<file path="config.mk">
export PLATFORM = sky130hd
export DESIGN_NAME = dsc_top
export DESIGN_NICKNAME = d
export VERILOG_FILES = /design/src/dsc_pkg.sv /design/src/dsc_top.sv
export SDC_FILE = /design/constraint.sdc
export NUM_CORES = 1
export LEC_CHECK = 0
export ABC_AREA = 1
export BUFFER_PORTS_ARGS = -buffer_cell sky130_fd_sc_hd__buf_2
export CAP_MARGIN = 30
export CORE_MARGIN = 5
export CORE_UTILIZATION = 45
export DETAILED_ROUTE_END_ITERATION = 6
export SLEW_MARGIN = 15
export SYNTH_ARGS = -nofsm -noshare
export SYNTH_HDL_FRONTEND = slang
export SYNTH_SLANG_ARGS = --single-unit
</file>
<file path="constraint.sdc">
create_clock -name core_clk_i -period 5.7 [get_ports core_clk_i]
set_input_delay 1.14 -clock core_clk_i [delete_from_list [all_inputs] [get_ports core_clk_i]]
set_output_delay 1.14 -clock core_clk_i [all_outputs]
set_load 0.005 [all_outputs]
</file>
<file path="src/dsc_pkg.sv">
package dsc_pkg;

	// ----------------------------------------------------------------
	// Widths
	// ----------------------------------------------------------------
	localparam int unsigned DW      = 16;   // Sample word width
	localparam int unsigned FDEPTH  = 8;    // Pair buffer entries
	localparam int unsigned PTR_W   = 3;    // Pair buffer pointer width
	localparam int unsigned DLY_MAX = 3;    // Deepest output delay

	// ----------------------------------------------------------------
	// Register byte offsets
	// ----------------------------------------------------------------
	localparam logic [7:0] ADDR_CTRL  = 8'h00;  // Path and sync control
	localparam logic [7:0] ADDR_MODE  = 8'h04;  // Filter stage modes
	localparam logic [7:0] ADDR_GAIN  = 8'h08;  // Channel gains
	localparam logic [7:0] ADDR_OFSA  = 8'h0c;  // Programmed offset A
	localparam logic [7:0] ADDR_OFSB  = 8'h10;  // Programmed offset B
	localparam logic [7:0] ADDR_ERR   = 8'h14;  // Sticky errors and masks
	localparam logic [7:0] ADDR_OSYNC = 8'h18;  // Offset transfer strobe
	localparam logic [7:0] ADDR_STAT  = 8'h1c;  // Live pointer state

	// ----------------------------------------------------------------
	// Control word bit positions
	// ----------------------------------------------------------------
	localparam int unsigned C_FMT_OB   = 0;   // Offset binary input
	localparam int unsigned C_REVERSE  = 1;   // Bit order reversal
	localparam int unsigned C_SWAP     = 2;   // Channel swap
	localparam int unsigned C_DUP      = 3;   // Channel duplicate
	localparam int unsigned C_SINGLE   = 4;   // Single converter mode
	localparam int unsigned C_OFS_EN   = 5;   // Offset add enable
	localparam int unsigned C_SLEEP_A  = 6;   // First channel sleep
	localparam int unsigned C_SLEEP_B  = 7;   // Second channel sleep
	localparam int unsigned C_SDO_INV  = 8;   // Serial out inversion
	localparam int unsigned C_FOURWIRE = 9;   // Four-wire serial port
	localparam int unsigned C_SOFT_SEL = 10;  // Software sync source
	localparam int unsigned C_SOFT     = 11;  // Software sync level
	localparam int unsigned C_HOLD_EN  = 12;  // Sync resets hold logic
	localparam int unsigned C_CDIV_EN  = 13;  // Sync resets divider
	localparam int unsigned C_FIFO_EN  = 14;  // Sync loads pointer
	localparam int unsigned C_TEST_EN  = 15;  // Self test enable
	localparam int unsigned C_TRAIN    = 16;  // Setup/hold check mode
	localparam int unsigned C_FACT_A   = 17;  // Factory test bit
	localparam int unsigned C_FACT_AN  = 18;  // Factory analog test
	localparam int unsigned C_FOFS_LO  = 19;  // Pointer offset, 3 bits
	localparam int unsigned C_DLY_LO   = 22;  // Output delay, 2 bits
	localparam int unsigned CTRL_W     = 24;  // Implemented bits

	// ----------------------------------------------------------------
	// Error register bit positions
	// ----------------------------------------------------------------
	localparam int unsigned E_TEST  = 0;  // Self test error
	localparam int unsigned E_FIFO  = 1;  // Pair buffer error
	localparam int unsigned E_SH    = 2;  // Setup/hold error
	localparam int unsigned E_MASK  = 4;  // Masks start here

	// ----------------------------------------------------------------
	// Reset values and training words
	// ----------------------------------------------------------------
	localparam logic [CTRL_W-1:0] CTRL_RST = 24'h007000;  // Syncs enabled
	localparam logic [5:0]        MODE_RST = 6'h00;       // Both bypass
	localparam logic [7:0]        GAIN_RST = 8'hff;       // Full scale
	localparam logic [7:0]        LFSR_RST = 8'h01;       // Test seed
	localparam logic [DW-1:0]     TRAIN_0  = 16'haaaa;    // Training word
	localparam logic [DW-1:0]     TRAIN_1  = 16'h5555;    // Training word
	localparam logic [PTR_W-1:0]  PTR_GAP  = 3'h4;        // Nominal gap

	// ----------------------------------------------------------------
	// Carriers
	// ----------------------------------------------------------------
	typedef struct packed {
		logic [DW-1:0] a;  // First channel sample
		logic [DW-1:0] b;  // Second channel sample
	} dsc_pair_t;

	typedef struct packed {
		logic [DW-1:0]             din_m;     // Data pin first stage
		logic [DW-1:0]             din_s;     // Data pin second stage
		logic                      sync_m;    // Sync pin first stage
		logic                      sync_s;    // Sync pin second stage
		logic                      src_d;     // Last sync source level
		logic [CTRL_W-1:0]         ctrl;      // Control word
		logic [5:0]                mode;      // Stage modes
		logic [7:0]                gain;      // Gains B:A
		dsc_pair_t                 ofs_prog;  // Programmed offsets
		dsc_pair_t                 ofs_work;  // Working offsets
		logic [2:0]                mask;      // Error masks
		logic [2:0]                flag;      // Sticky errors
		logic                      err;       // Any error pending
		logic                      phase;     // Interleave phase
		logic [DW-1:0]             hold_a;    // Held first word
		logic [FDEPTH-1:0][2*DW-1:0] mem;     // Pair buffer
		logic [PTR_W-1:0]          wptr;      // Buffer write pointer
		logic [PTR_W-1:0]          rptr;      // Buffer read pointer
		logic [DLY_MAX-1:0][2*DW-1:0] dly;    // Output delay line
		dsc_pair_t                 dac;       // Converter outputs
		logic                      txen;      // Transmit enable
		logic                      cdiv;      // Divider sync pulse
		logic [7:0]                lfsr_a;    // Test pattern copy A
		logic [7:0]                lfsr_b;    // Test pattern copy B
		logic                      pready;    // Bus answer
		logic                      pslverr;   // Bus error answer
		logic [31:0]               prdata;    // Bus read data
	} dsc_state_t;

endpackage

</file>
<file path="src/dsc_top.sv">
// What this block does
// RULE1 - Accept two's complement or offset binary words
// RULE2 - Optionally reverse input word bit order
// RULE3 - Optionally swap A and B paths
// RULE4 - Optionally copy first channel to second
// RULE5 - Sync loads read pointer with offset
// RULE6 - Delay both outputs zero to three cycles
// RULE7 - Two stage mode fields shared by channels
// RULE8 - Dual interleaved or single; separate sleep
// RULE9 - Per channel sixteen step gain
// RULE10 - Add per channel offsets when enabled
// RULE11 - Offsets take effect only on offset sync
// RULE12 - Masks suppress each error kind
// RULE13 - Sticky self test error until cleared
// RULE14 - Sticky buffer overrun error until cleared
// RULE15 - Only training words; others set sticky error
// RULE16 - Serial output polarity selectable
// RULE17 - Three or four wire serial port
// RULE18 - Software source ignores external sync pin
// RULE19 - Software bit drives sync and transmit
// RULE20 - Enables choose what sync resets
// RULE21 - Self test runs when enabled
// RULE22 - Software keeps factory test bits off
// RULE23 - Registered sync applies resets together
//
// The APB register port and the register addresses were left to the implementer.
module dsc_top
(
	input  wire logic                    core_clk_i,          // System clock
	input  wire logic                    reset_n_i,           // Async reset
	input  wire logic                    psel_i,              // APB select
	input  wire logic                    penable_i,           // APB enable
	input  wire logic                    pwrite_i,            // APB write
	input  wire logic [7:0]              paddr_i,             // APB address
	input  wire logic [31:0]             pwdata_i,            // APB write data
	output logic                         pready_o,            // APB ready
	output logic                         pslverr_o,           // APB error
	output logic [31:0]                  prdata_o,            // APB read data
	input  wire logic [dsc_pkg::DW-1:0]  lvds_data_i,         // Data pins
	input  wire logic                    sync_pin_i,          // Sync pin
	output logic [dsc_pkg::DW-1:0]       first_converter_channel_o,
	output logic [dsc_pkg::DW-1:0]       second_converter_channel_o,
	output logic [2:0]                   first_stage_mode_o,  // Stage one
	output logic [2:0]                   second_stage_mode_o, // Stage two
	output logic                         sleep_first_o,       // Sleep A
	output logic                         sleep_second_o,      // Sleep B
	output logic                         sdo_invert_o,        // SDO polarity
	output logic                         four_wire_o,         // Port mode
	output logic                         tx_enable_o,         // Transmit
	output logic                         clk_div_sync_o,      // Divider sync
	output logic                         factory_test_bit_a_o,
	output logic                         factory_analog_test_o,
	output logic                         error_o              // Any error
);

	// ----------------------------------------------------------------
	// State
	// ----------------------------------------------------------------
	dsc_pkg::dsc_state_t s;       // Registered state
	dsc_pkg::dsc_state_t next_s;  // Next state

	// Reverse bit order of a word
	function automatic logic [dsc_pkg::DW-1:0] rev_word(input logic [dsc_pkg::DW-1:0] w);
		logic [dsc_pkg::DW-1:0] r;
		r = '0;
		for (int i = 0; i < dsc_pkg::DW; i++)
		begin
			r[i] = w[dsc_pkg::DW-1-i];
		end
		return r;
	endfunction

	// Scale a sample by (gain + 1) / 16
	function automatic logic [dsc_pkg::DW-1:0] scale(input logic [dsc_pkg::DW-1:0] x,
	                                                  input logic [3:0] g);
		logic signed [21:0] p;
		p = 22'($signed(x) * $signed({2'h0, g} + 6'h01));
		return p[19:4];
	endfunction

	// Advance a test pattern
	function automatic logic [7:0] lfsr_step(input logic [7:0] v);
		return {v[6:0], v[7] ^ v[5] ^ v[4] ^ v[3]};
	endfunction

	// ----------------------------------------------------------------
	// Combinational helpers
	// ----------------------------------------------------------------
	logic                    src;        // Selected sync source level
	logic                    sync_ev;    // Registered sync event
	logic [dsc_pkg::DW-1:0]  word;       // Formatted input word
	logic                    pair_wr;    // A pair enters the buffer
	logic                    setup;      // Bus setup cycle
	logic                    acc_wr;     // Bus write completes
	logic                    hit;        // Address mapped
	logic [31:0]             rmux;       // Read data
	logic [2:0]              set_f;      // Error set events
	logic [2:0]              clr_f;      // Error clears
	logic                    osync_wr;   // Offset transfer strobe
	dsc_pkg::dsc_pair_t      rd;         // Pair leaving the buffer
	dsc_pkg::dsc_pair_t      proc;       // Processed pair
	logic [1:0]              dly_sel;    // Selected delay
	logic [2:0]              fofs;       // Pointer offset field

	// ----------------------------------------------------------------
	// Next state logic
	// ----------------------------------------------------------------
	always_comb
	begin
		next_s   = s;
		set_f    = '0;
		clr_f    = '0;
		osync_wr = 1'b0;
		rmux     = '0;
		hit      = 1'b1;
		// Pin synchronisers
		next_s.din_m  = lvds_data_i;
		next_s.din_s  = s.din_m;
		next_s.sync_m = sync_pin_i;
		next_s.sync_s = s.sync_m;
		// Sync source selection
		src = s.ctrl[dsc_pkg::C_SOFT_SEL] ? s.ctrl[dsc_pkg::C_SOFT]  // see RULE18
		                                  : s.sync_s;
		next_s.src_d = src;
		sync_ev      = src & ~s.src_d;                        // see RULE23
		next_s.txen  = src;                                   // see RULE19
		next_s.cdiv  = sync_ev & s.ctrl[dsc_pkg::C_CDIV_EN];  // see RULE20
		// Input word conditioning
		word = s.din_s;
		if (s.ctrl[dsc_pkg::C_REVERSE])
		begin
			word = rev_word(word);  // see RULE2
		end
		if (s.ctrl[dsc_pkg::C_FMT_OB])
		begin
			word[dsc_pkg::DW-1] = ~word[dsc_pkg::DW-1];  // see RULE1
		end
		// Training word check on the raw received word
		if (s.ctrl[dsc_pkg::C_TRAIN] && s.din_s != dsc_pkg::TRAIN_0
		    && s.din_s != dsc_pkg::TRAIN_1)
		begin
			set_f[dsc_pkg::E_SH] = 1'b1;  // see RULE15
		end
		// Interleave pairing
		pair_wr = 1'b0;
		if (s.ctrl[dsc_pkg::C_SINGLE])
		begin
			// Every word is a first channel sample
			pair_wr                                = 1'b1;  // see RULE8
			next_s.mem[s.wptr]                     = {word, {dsc_pkg::DW{1'b0}}};
		end
		else if (!s.phase)
		begin
			// First word of an interleaved pair
			next_s.hold_a = word;
			next_s.phase  = 1'b1;
		end
		else
		begin
			// Second word completes the pair
			pair_wr            = 1'b1;  // see RULE8
			next_s.mem[s.wptr] = {s.hold_a, word};
			next_s.phase       = 1'b0;
		end
		if (sync_ev && s.ctrl[dsc_pkg::C_HOLD_EN])
		begin
			next_s.phase = 1'b0;  // see RULE20
		end
		// Buffer pointers and overrun check
		rd = s.mem[s.rptr];
		if (pair_wr)
		begin
			next_s.wptr = s.wptr + 3'h1;
			next_s.rptr = s.rptr + 3'h1;
			if (s.wptr == s.rptr)
			begin
				set_f[dsc_pkg::E_FIFO] = 1'b1;  // see RULE14
			end
		end
		fofs = s.ctrl[dsc_pkg::C_FOFS_LO +: 3];
		if (sync_ev && s.ctrl[dsc_pkg::C_FIFO_EN])
		begin
			// Taken from the write pointer after this cycle's write
			next_s.rptr = next_s.wptr + dsc_pkg::PTR_GAP + fofs;  // see RULE5
		end
		// Channel routing
		proc = rd;
		if (s.ctrl[dsc_pkg::C_SWAP])
		begin
			proc = {rd.b, rd.a};  // see RULE3
		end
		if (s.ctrl[dsc_pkg::C_DUP])
		begin
			proc.b = proc.a;  // see RULE4
		end
		if (s.ctrl[dsc_pkg::C_OFS_EN])
		begin
			proc.a = proc.a + s.ofs_work.a;  // see RULE10
			proc.b = proc.b + s.ofs_work.b;
		end
		proc.a = scale(proc.a, s.gain[3:0]);  // see RULE9
		proc.b = scale(proc.b, s.gain[7:4]);
		// Output delay line, same depth for both channels
		dly_sel = s.ctrl[dsc_pkg::C_DLY_LO +: 2];
		if (pair_wr)
		begin
			next_s.dly[0] = proc;
			for (int i = 1; i < dsc_pkg::DLY_MAX; i++)
			begin
				next_s.dly[i] = s.dly[i-1];
			end
			if (dly_sel == 2'h0)
			begin
				next_s.dac = proc;  // see RULE6
			end
			else
			begin
				next_s.dac = s.dly[dly_sel - 2'h1];  // see RULE6
			end
		end
		// Self test: two pattern copies must agree
		if (s.ctrl[dsc_pkg::C_TEST_EN])
		begin
			next_s.lfsr_a = lfsr_step(s.lfsr_a);  // see RULE21
			next_s.lfsr_b = lfsr_step(s.lfsr_b);
			if (s.lfsr_a != s.lfsr_b)
			begin
				set_f[dsc_pkg::E_TEST] = 1'b1;  // see RULE13
			end
		end
		// Bus address decode and read mux
		case (paddr_i)
			dsc_pkg::ADDR_CTRL:  rmux = 32'(s.ctrl);
			dsc_pkg::ADDR_MODE:  rmux = 32'(s.mode);
			dsc_pkg::ADDR_GAIN:  rmux = 32'(s.gain);
			dsc_pkg::ADDR_OFSA:  rmux = 32'(s.ofs_prog.a);
			dsc_pkg::ADDR_OFSB:  rmux = 32'(s.ofs_prog.b);
			dsc_pkg::ADDR_ERR:   rmux = 32'({s.mask, 1'b0, s.flag});
			dsc_pkg::ADDR_OSYNC: rmux = 32'h0;
			dsc_pkg::ADDR_STAT:  rmux = 32'({s.phase, s.rptr, 1'b0, s.wptr});
			default:             hit  = 1'b0;
		endcase
		// Bus handshake, answer one cycle after setup
		setup  = psel_i & ~penable_i & ~s.pready;
		acc_wr = psel_i & penable_i & s.pready & pwrite_i & hit;
		next_s.pready = setup;
		if (setup)
		begin
			next_s.prdata  = pwrite_i ? 32'h0 : rmux;
			next_s.pslverr = ~hit;
		end
		if (acc_wr)
		begin
			case (paddr_i)
				dsc_pkg::ADDR_CTRL: next_s.ctrl       = pwdata_i[dsc_pkg::CTRL_W-1:0];
				dsc_pkg::ADDR_MODE: next_s.mode       = pwdata_i[5:0];  // see RULE7
				dsc_pkg::ADDR_GAIN: next_s.gain       = pwdata_i[7:0];
				dsc_pkg::ADDR_OFSA: next_s.ofs_prog.a = pwdata_i[dsc_pkg::DW-1:0];
				dsc_pkg::ADDR_OFSB: next_s.ofs_prog.b = pwdata_i[dsc_pkg::DW-1:0];
				dsc_pkg::ADDR_ERR:
				begin
					clr_f       = pwdata_i[2:0];
					next_s.mask = pwdata_i[dsc_pkg::E_MASK +: 3];
				end
				dsc_pkg::ADDR_OSYNC: osync_wr = pwdata_i[0];
				default:             clr_f    = '0;
			endcase
		end
		// Offset transfer on request only
		if (osync_wr)
		begin
			next_s.ofs_work = s.ofs_prog;  // see RULE11
		end
		// Sticky errors, set wins over clear, masked kinds never set
		next_s.flag = (s.flag & ~clr_f) | (set_f & ~s.mask);  // see RULE12
		// Summary flop so the error output needs no gate
		next_s.err  = |next_s.flag;
	end

	// ----------------------------------------------------------------
	// State register
	// ----------------------------------------------------------------
	always_ff @(posedge core_clk_i or negedge reset_n_i)
	begin
		if (!reset_n_i)
		begin
			s        <= '0;
			s.ctrl   <= dsc_pkg::CTRL_RST;
			s.mode   <= dsc_pkg::MODE_RST;
			s.gain   <= dsc_pkg::GAIN_RST;
			s.lfsr_a <= dsc_pkg::LFSR_RST;
			s.lfsr_b <= dsc_pkg::LFSR_RST;
			s.rptr   <= dsc_pkg::PTR_GAP;
		end
		else
		begin
			s <= next_s;
		end
	end

	// ----------------------------------------------------------------
	// Outputs, all from state flops
	// ----------------------------------------------------------------
	assign pready_o                   = s.pready;
	assign pslverr_o                  = s.pslverr;
	assign prdata_o                   = s.prdata;
	assign first_converter_channel_o  = s.dac.a;
	assign second_converter_channel_o = s.dac.b;
	assign first_stage_mode_o         = s.mode[2:0];  // see RULE7
	assign second_stage_mode_o        = s.mode[5:3];
	assign sleep_first_o              = s.ctrl[dsc_pkg::C_SLEEP_A];
	assign sleep_second_o             = s.ctrl[dsc_pkg::C_SLEEP_B];  // see RULE8
	assign sdo_invert_o               = s.ctrl[dsc_pkg::C_SDO_INV];  // see RULE16
	assign four_wire_o                = s.ctrl[dsc_pkg::C_FOURWIRE];  // see RULE17
	assign tx_enable_o                = s.txen;
	assign clk_div_sync_o             = s.cdiv;
	assign factory_test_bit_a_o       = s.ctrl[dsc_pkg::C_FACT_A];
	assign factory_analog_test_o      = s.ctrl[dsc_pkg::C_FACT_AN];
	assign error_o                    = s.err;
endmodule // dsc_top

</file>
==> flow_summary.ini, run 1 <==
[status]
status = finished, violations left
violations = setup timing

[pwr]
p_per_area_mw_per_mm2 = 413
p_leak_nw = 20.1
peakVddDrop_v = 0.000268
totalPowerFinal_w = 0.0173

[place]
gp_routability_congestion = 0.905
port_buffers = 126
hpwl_um = 66900
placed_cells = 5305
placed_cell_area_mm2 = 0.0374

[finish]
layout-drive-gt1-share = 0.240
areaGrowthSynthToFinish_pct = 25.9
fin_area_mm2 = 0.0419
post-route-util = 0.572
fillCellCount = 6643
antennaDiodeCount = 0
nNetsFinal = 4742
stdcell_count = 5492

[global_routing]
grt_pass1_wl_um = 158000
track_usage = 0.248
grt-ovfl-total = 0
grt_pass1_vias = 28233
antenna_found_initial = 1
grt_max_degree = 119

[timing]
finalHoldViolations = 0
finalWorstPathRequiredPeriod_ps = 6390
setup_viol = 53
layout_setup_ws_ps = -685
relSlewSlack = 0.330
timing.hold.ws_ps = 345
period_share = 1.12
slew_viol_final = 0
max_freq_ghz = 0.157
final.setup_skew_ps = 42.8
tightest_slew_ps = 995
rsz0062_at_grt = true

[logic_synthesis]
synth_edf_count = 0
synth_fa_ha_area_frac = 0.0956
synth_cells = 4076
ys_warn_count = 0
yosysSeqAreaShare = 0.447
synth-seq-cells = 594
synth_compound_area_frac = 0.175
synth_top_family_by_area = compound AO/OA/AOI/OAI gates
synth_commonest_cells = nand2_1 (874), o21ai_0 (622), dfrtp_1 (580)
synthMuxAreaShare = 0.00372
synthDistinctLibCells = 55
synth.most_common_cell = nand2_1
yosysTopAreaCellShare = 0.436
yosys.area_share.simple = 0.164
syn-cell-area_mm2 = 0.0333
ys_async_sr_fraction = 1.00
yosys.area_share.xor_xnor = 0.0174
synthFlopType = dfrtp_1
synth.avg_cell_area_um2 = 8.17
synth_area_leaders = dfrtp_1 (44%), nand2_1 (9.9%), o21ai_0 (9.3%), fa_1 (5.7%), inv_1 (5.5%)
yosys.area.top_type = dfrtp_1

[route]
wl_per_cell_um = 17.9
first_iter_violations = 2203
drc_errors = 0
vias_per_cell = 5.26
drt_pass1_iterations = 6
routed_wl_um = 98300
ant_nets = 0
vias = 28866

[cts]
cts.sinks = 594
insertion_delay_ps = 630
htreeDepth = 3
clockRootBuffer = clkbuf_16
clockBufferDepth = 3
clk_pin_slew_ps = 60
cts_buffers = 68
cts_tree = yes

[die]
io_pins = 143
num_rows = 99
fp.dieH_um = 282
core_mm2 = 0.0732
die_w_um = 282
dieArea_mm2 = 0.0795
start_util = 0.455

[setup_path]
end_kind = flop
crit_arrival_ps = 6910
worst-setup-path-type = flop to flop
cpMostUsedCell = buf_4
start_kind = flop
cp.required_ps = 6220
cp_slowest_cell = dfrtp_4
cp_max_fo = 7
slowest_delay_ps = 550

[run]
cap_viol_max_count = 0

[worst_hold_path]
hold_path_class = flop to flop
[through the flow]
step,worst slack [ps],TNS [ps]
6_report,-685,-24000
4_1_cts,-680,-23830
2_1_floorplan,-182,-1490
3_5_place_dp,-958,-36160
3_3_place_gp,-892,-33600
5_1_grt,-1020,-42390
[routing by layer]
metal | routed length [um] | track usage
met2 | 45900 | 0.401
met3 | 5170 | 0.0373
met5 | 13 | 0
met4 | 2170 | 0.0585
met1 | 45100 | 0.356
[worst paths after layout]
check                                       from                                       end  slack (ps)  cells after the start
min in group asynchronous              reset_n_i                        s[354]$_DFFE_PN0P_         570                      1
max reg2reg                   s[180]$_DFFE_PN0P_                        s[105]$_DFFE_PN0N_        -690                     36
max                           s[180]$_DFFE_PN0P_                        s[105]$_DFFE_PN0N_        -690                     36
min reg2reg                next_s[578]$_DFF_PN0_                          s[578]$_DFF_PN0_         340                      0
min                        next_s[578]$_DFF_PN0_                          s[578]$_DFF_PN0_         340                      0
max in group asynchronous              reset_n_i  first_converter_channel_o[3]$_DFFE_PN0N_        3950                      2
[state kept, by name, indices dropped and copies added, names as in the netlist]
name                        cells
s                             499
prdata_o                       24
next_s                         17
first_converter_channel_o      16
second_converter_channel_o     16
first_stage_mode_o              3
fofs                            3
second_stage_mode_o             3
dly_sel                         2
clk_div_sync_o                  1
error_o                         1
factory_analog_test_o           1
factory_test_bit_a_o            1
four_wire_o                     1
pready_o                        1
pslverr_o                       1
sdo_invert_o                    1
sleep_first_o                   1
sleep_second_o                  1
tx_enable_o                     1
[timing repair]
action / CTS / global route
pin swaps: 148 / 117
buffers inserted: 41 / 24
endpoints found under the setup margin: 59 / 62
hold buffers: 0 / 0
resized for setup: 264 / 125
cloned: 3 / 0
[cells by family (layout without fill, tap and decap cells)]
kind of cell | Yosys count | count (layout)
simple gates | 1351 | 1351
compound gates | 1082 | 1082
buf+inv | 773 | 1223
flops | 594 | 594
fa+ha+maj | 198 | 198
xor+xnor | 66 | 66
mux | 11 | 11
other cells | 1 | 8
[worst max-delay path, delay by kind of cell (launching register included)]
kind,cells,cell delay (ps)
compound gates,6,530
buf+inv,14,1640
simple gates,10,1270
flops,1,550
fa+ha+maj,5,2080
xor+xnor,1,170
[cell type report]
cell class	count	area (um2)	area share
Clock buffer	97	1990	0.0476
Clock inverter	24	349	0.00833
Inverter	504	1910	0.0455
Multi-Input combinational cell	2716	17000	0.405
Sequential cell	594	14900	0.355
Tap cell	959	1200	0.0286
Timing Repair Buffer	598	4580	0.109
[power by group]
part	internal [W]	switching (W)
combinational	0.00330	0.00381
sequential	0.00514	0.000516
clock	0.00273	0.00183
total	0.0112	0.00615
[layout by cell type, fill, tap and decap left out, drive strengths merged, types with 6 or more instances in the layout]
cell / synthesis / routed
a21o: 10 / 10
a21oi: 200 / 200
a31oi: 30 / 30
a32o: 9 / 9
buf: 129 / 596
bufinv: 0 / 6
clkbuf: 140 / 98
clkinv: 6 / 23
conb: 1 / 8
dfrtp: 580 / 580
dfstp: 14 / 14
fa: 94 / 94
ha: 104 / 104
inv: 498 / 497
mux2: 11 / 11
nand2: 874 / 874
nand3: 120 / 120
nand3b: 6 / 6
nand4: 10 / 10
nor2: 283 / 283
nor3: 15 / 15
nor4: 12 / 12
o21ai: 669 / 669
o21bai: 10 / 10
o221ai: 12 / 12
o22ai: 109 / 109
or2: 21 / 21
xnor2: 31 / 31
xor2: 35 / 35
Note: power is estimated with default switching activity, not from simulation.
==> run 2: changes to the inputs <==
Settings changed: REMOVE_ABC_BUFFERS set to 1.
Clock period 5.7 ns to 7.4 ns, I/O delays scaled along.
==> flow_summary.ini, run 2 (synthesis results as in run 1) <==
[status]
status = completed

[setup_path]
cp_max_fo = 56
crit_arrival_ps = 7460
slowest_delay_ps = 680
cpMostUsedCell = inv_1
end_kind = flop
cp.required_ps = 7900
startpoint = s[180]$_DFFE_PN0P_
cp_num_cells = 32
rr_startpoint = s[180]$_DFFE_PN0P_
reg2regPathDepth = 32
worst_r2r_endpoint = first_converter_channel_o[15]$_DFFE_PN0N_
worst-setup-path-type = flop to flop
cp_slowest_cell = o21ai_0
start_kind = flop
r2r_setup_slack_ps = 440
path_buf_inv = 8
cpLargestDelayFamily = adder cells

[route]
vias = 27394
drt_pass1_iterations = 6
ant_nets = 0
wl_per_cell_um = 17.6
drc_errors = 0
first_iter_violations = 2082
routed_wl_um = 91600
vias_per_cell = 5.28

[worst_hold_path]
hold_end = s[579]$_DFF_PN0_
hold_path_class = flop to flop
holdCritStartpoint = next_s[579]$_DFF_PN0_
hold_depth = 0

[pwr]
p_leak_nw = 18.3
p_int_w = 0.00747
p_clk_frac = 0.289
peakVddDrop_v = 0.000267
pwr-share-comb = 0.339
power.switching_w = 0.00416
swShare = 0.358
p_per_area_mw_per_mm2 = 310
seq_power_share = 0.372

[cts]
cts_tree = yes
clockRootBuffer = clkbuf_16
cts.sinks = 594
insertion_delay_ps = 630
clockBufferDepth = 3
cts-hold-fix-buffers = 0
clk_pin_slew_ps = 60
htreeDepth = 3
cts_buffers = 68

[die]
core_mm2 = 0.0732
dieArea_mm2 = 0.0795
fp.dieH_um = 282
num_rows = 99
io_pins = 143
die_w_um = 282
start_util = 0.455

[place]
hpwl_um = 62900
gp_routability_congestion = 0.914
dp_worst_setup_slack_ps = 264
port_buffers = 126

[timing]
finalHoldViolations = 0
tightest_slew_ps = 975
slew_viol_final = 0
setup_viol = 0
rsz0062_at_grt = true
timing.hold.ws_ps = 343
relSlewSlack = 0.350
period_share = 0.940
finalWorstPathRequiredPeriod_ps = 6960
max_freq_ghz = 0.144
layout_setup_ws_ps = 442
final.setup_skew_ps = 40.9

[global_routing]
grt-ovfl-total = 0
grt_pass1_vias = 26375
grt_pass1_wl_um = 147000
grt_max_degree = 157
antenna_found_initial = 1
track_usage = 0.230

[finish]
final_common_cell = nand2_1
post-route-util = 0.513
nNetsFinal = 4440
largest_reg_flops = 499
areaGrowthSynthToFinish_pct = 12.8
layout-drive-gt1-share = 0.113
mostFrequentLayoutCells = nand2_1 (873), o21ai_0 (617), dfrtp_1 (577)
top_register = s
fillCellCount = 7067

[run]
cap_viol_max_count = 0
## run 2: cell types whose count changed in the layout (fill, tap and decap cells not counted), moves of 27 or more
cell,change
inv_2,-28
inv_1,+27
o21ai_2,-34
nand2_2,-48
nand3_1,+28
o21ai_0,+52
a21oi_1,+50
ha_4,-37
a21oi_2,-41
buf_4,-267
ha_1,+40
nand2_1,+52
nor2_1,+28
## run 2: worst max path at each step
| stage | endpoint | slack, ps |
|---|---|---|
| floorplan | s[233]$_DFFE_PN0P_ | -4810 |
| global placement | first_converter_channel_o[11]$_DFFE_PN0N_ | 320 |
| detailed placement | first_converter_channel_o[11]$_DFFE_PN0N_ | 260 |
| CTS | first_converter_channel_o[11]$_DFFE_PN0N_ | 210 |
| global route | second_converter_channel_o[11]$_DFFE_PN0N_ | -50 |
| finish | first_converter_channel_o[15]$_DFFE_PN0N_ | 440 |
## run 2: area by class of cell
class                   instances  area (um2)  area share
clock buffers                  97        1920      0.0512
repair buffers                296        2040      0.0543
well taps                     959        1200      0.0320
multi-input cells            2716       15300       0.408
inverters                     504        1900      0.0506
clock inverters                23         298     0.00793
flip-flops and latches        594       14900       0.397
diodes                          1        2.50   0.0000667
## run 2: through the flow
step	instances	setup TNS, ps	total power [W]	area, um2
finish	5190	0	0.0116	37500
global route	5190	-47.7	0.0125	37500
CTS	5188	0	0.0117	37400
detailed placement	5068	0	0.00828	35200
global placement	5062	0	0.00819	35200
floorplan	3814	-1363420	0.00672	32000
## run 2: power by group through the flow
stage,combinational [W],clock [W],sequential [W]
after floorplan,0.00239,0,0.00434
after global placement,0.00383,0,0.00436
after detailed placement,0.00390,0,0.00437
after CTS,0.00392,0.00344,0.00432
after global routing,0.00451,0.00358,0.00442
final,0.00394,0.00336,0.00433
## run 2: worst reg2reg max path, delay by kind of cell (launching register included)
family	cells	cell delay [ps]
AO/OA/AOI/OAI	4	1360
adder cells (fa/ha/maj)	5	2350
AND/OR/NAND/NOR	15	1830
buffers and inverters	8	770
flip-flops	1	500
## run 2: timing repair
action	CTS	global route
buffers inserted	0	0
endpoints found under the setup margin	0	32
gates resized for setup	0	26
## run 2: per-layer routing
layer | track usage | vias to the layer above | wire, um | share of wire
met4 | 0.0604 | 0 | 2410 | 0.026
met5 | 0 | - | 0 | 0
met2 | 0.372 | 680 | 42300 | 0.46
met1 | 0.329 | 13137 | 42200 | 0.46
met3 | 0.0331 | 144 | 4650 | 0.051
li1 | - | 13433 | - | -
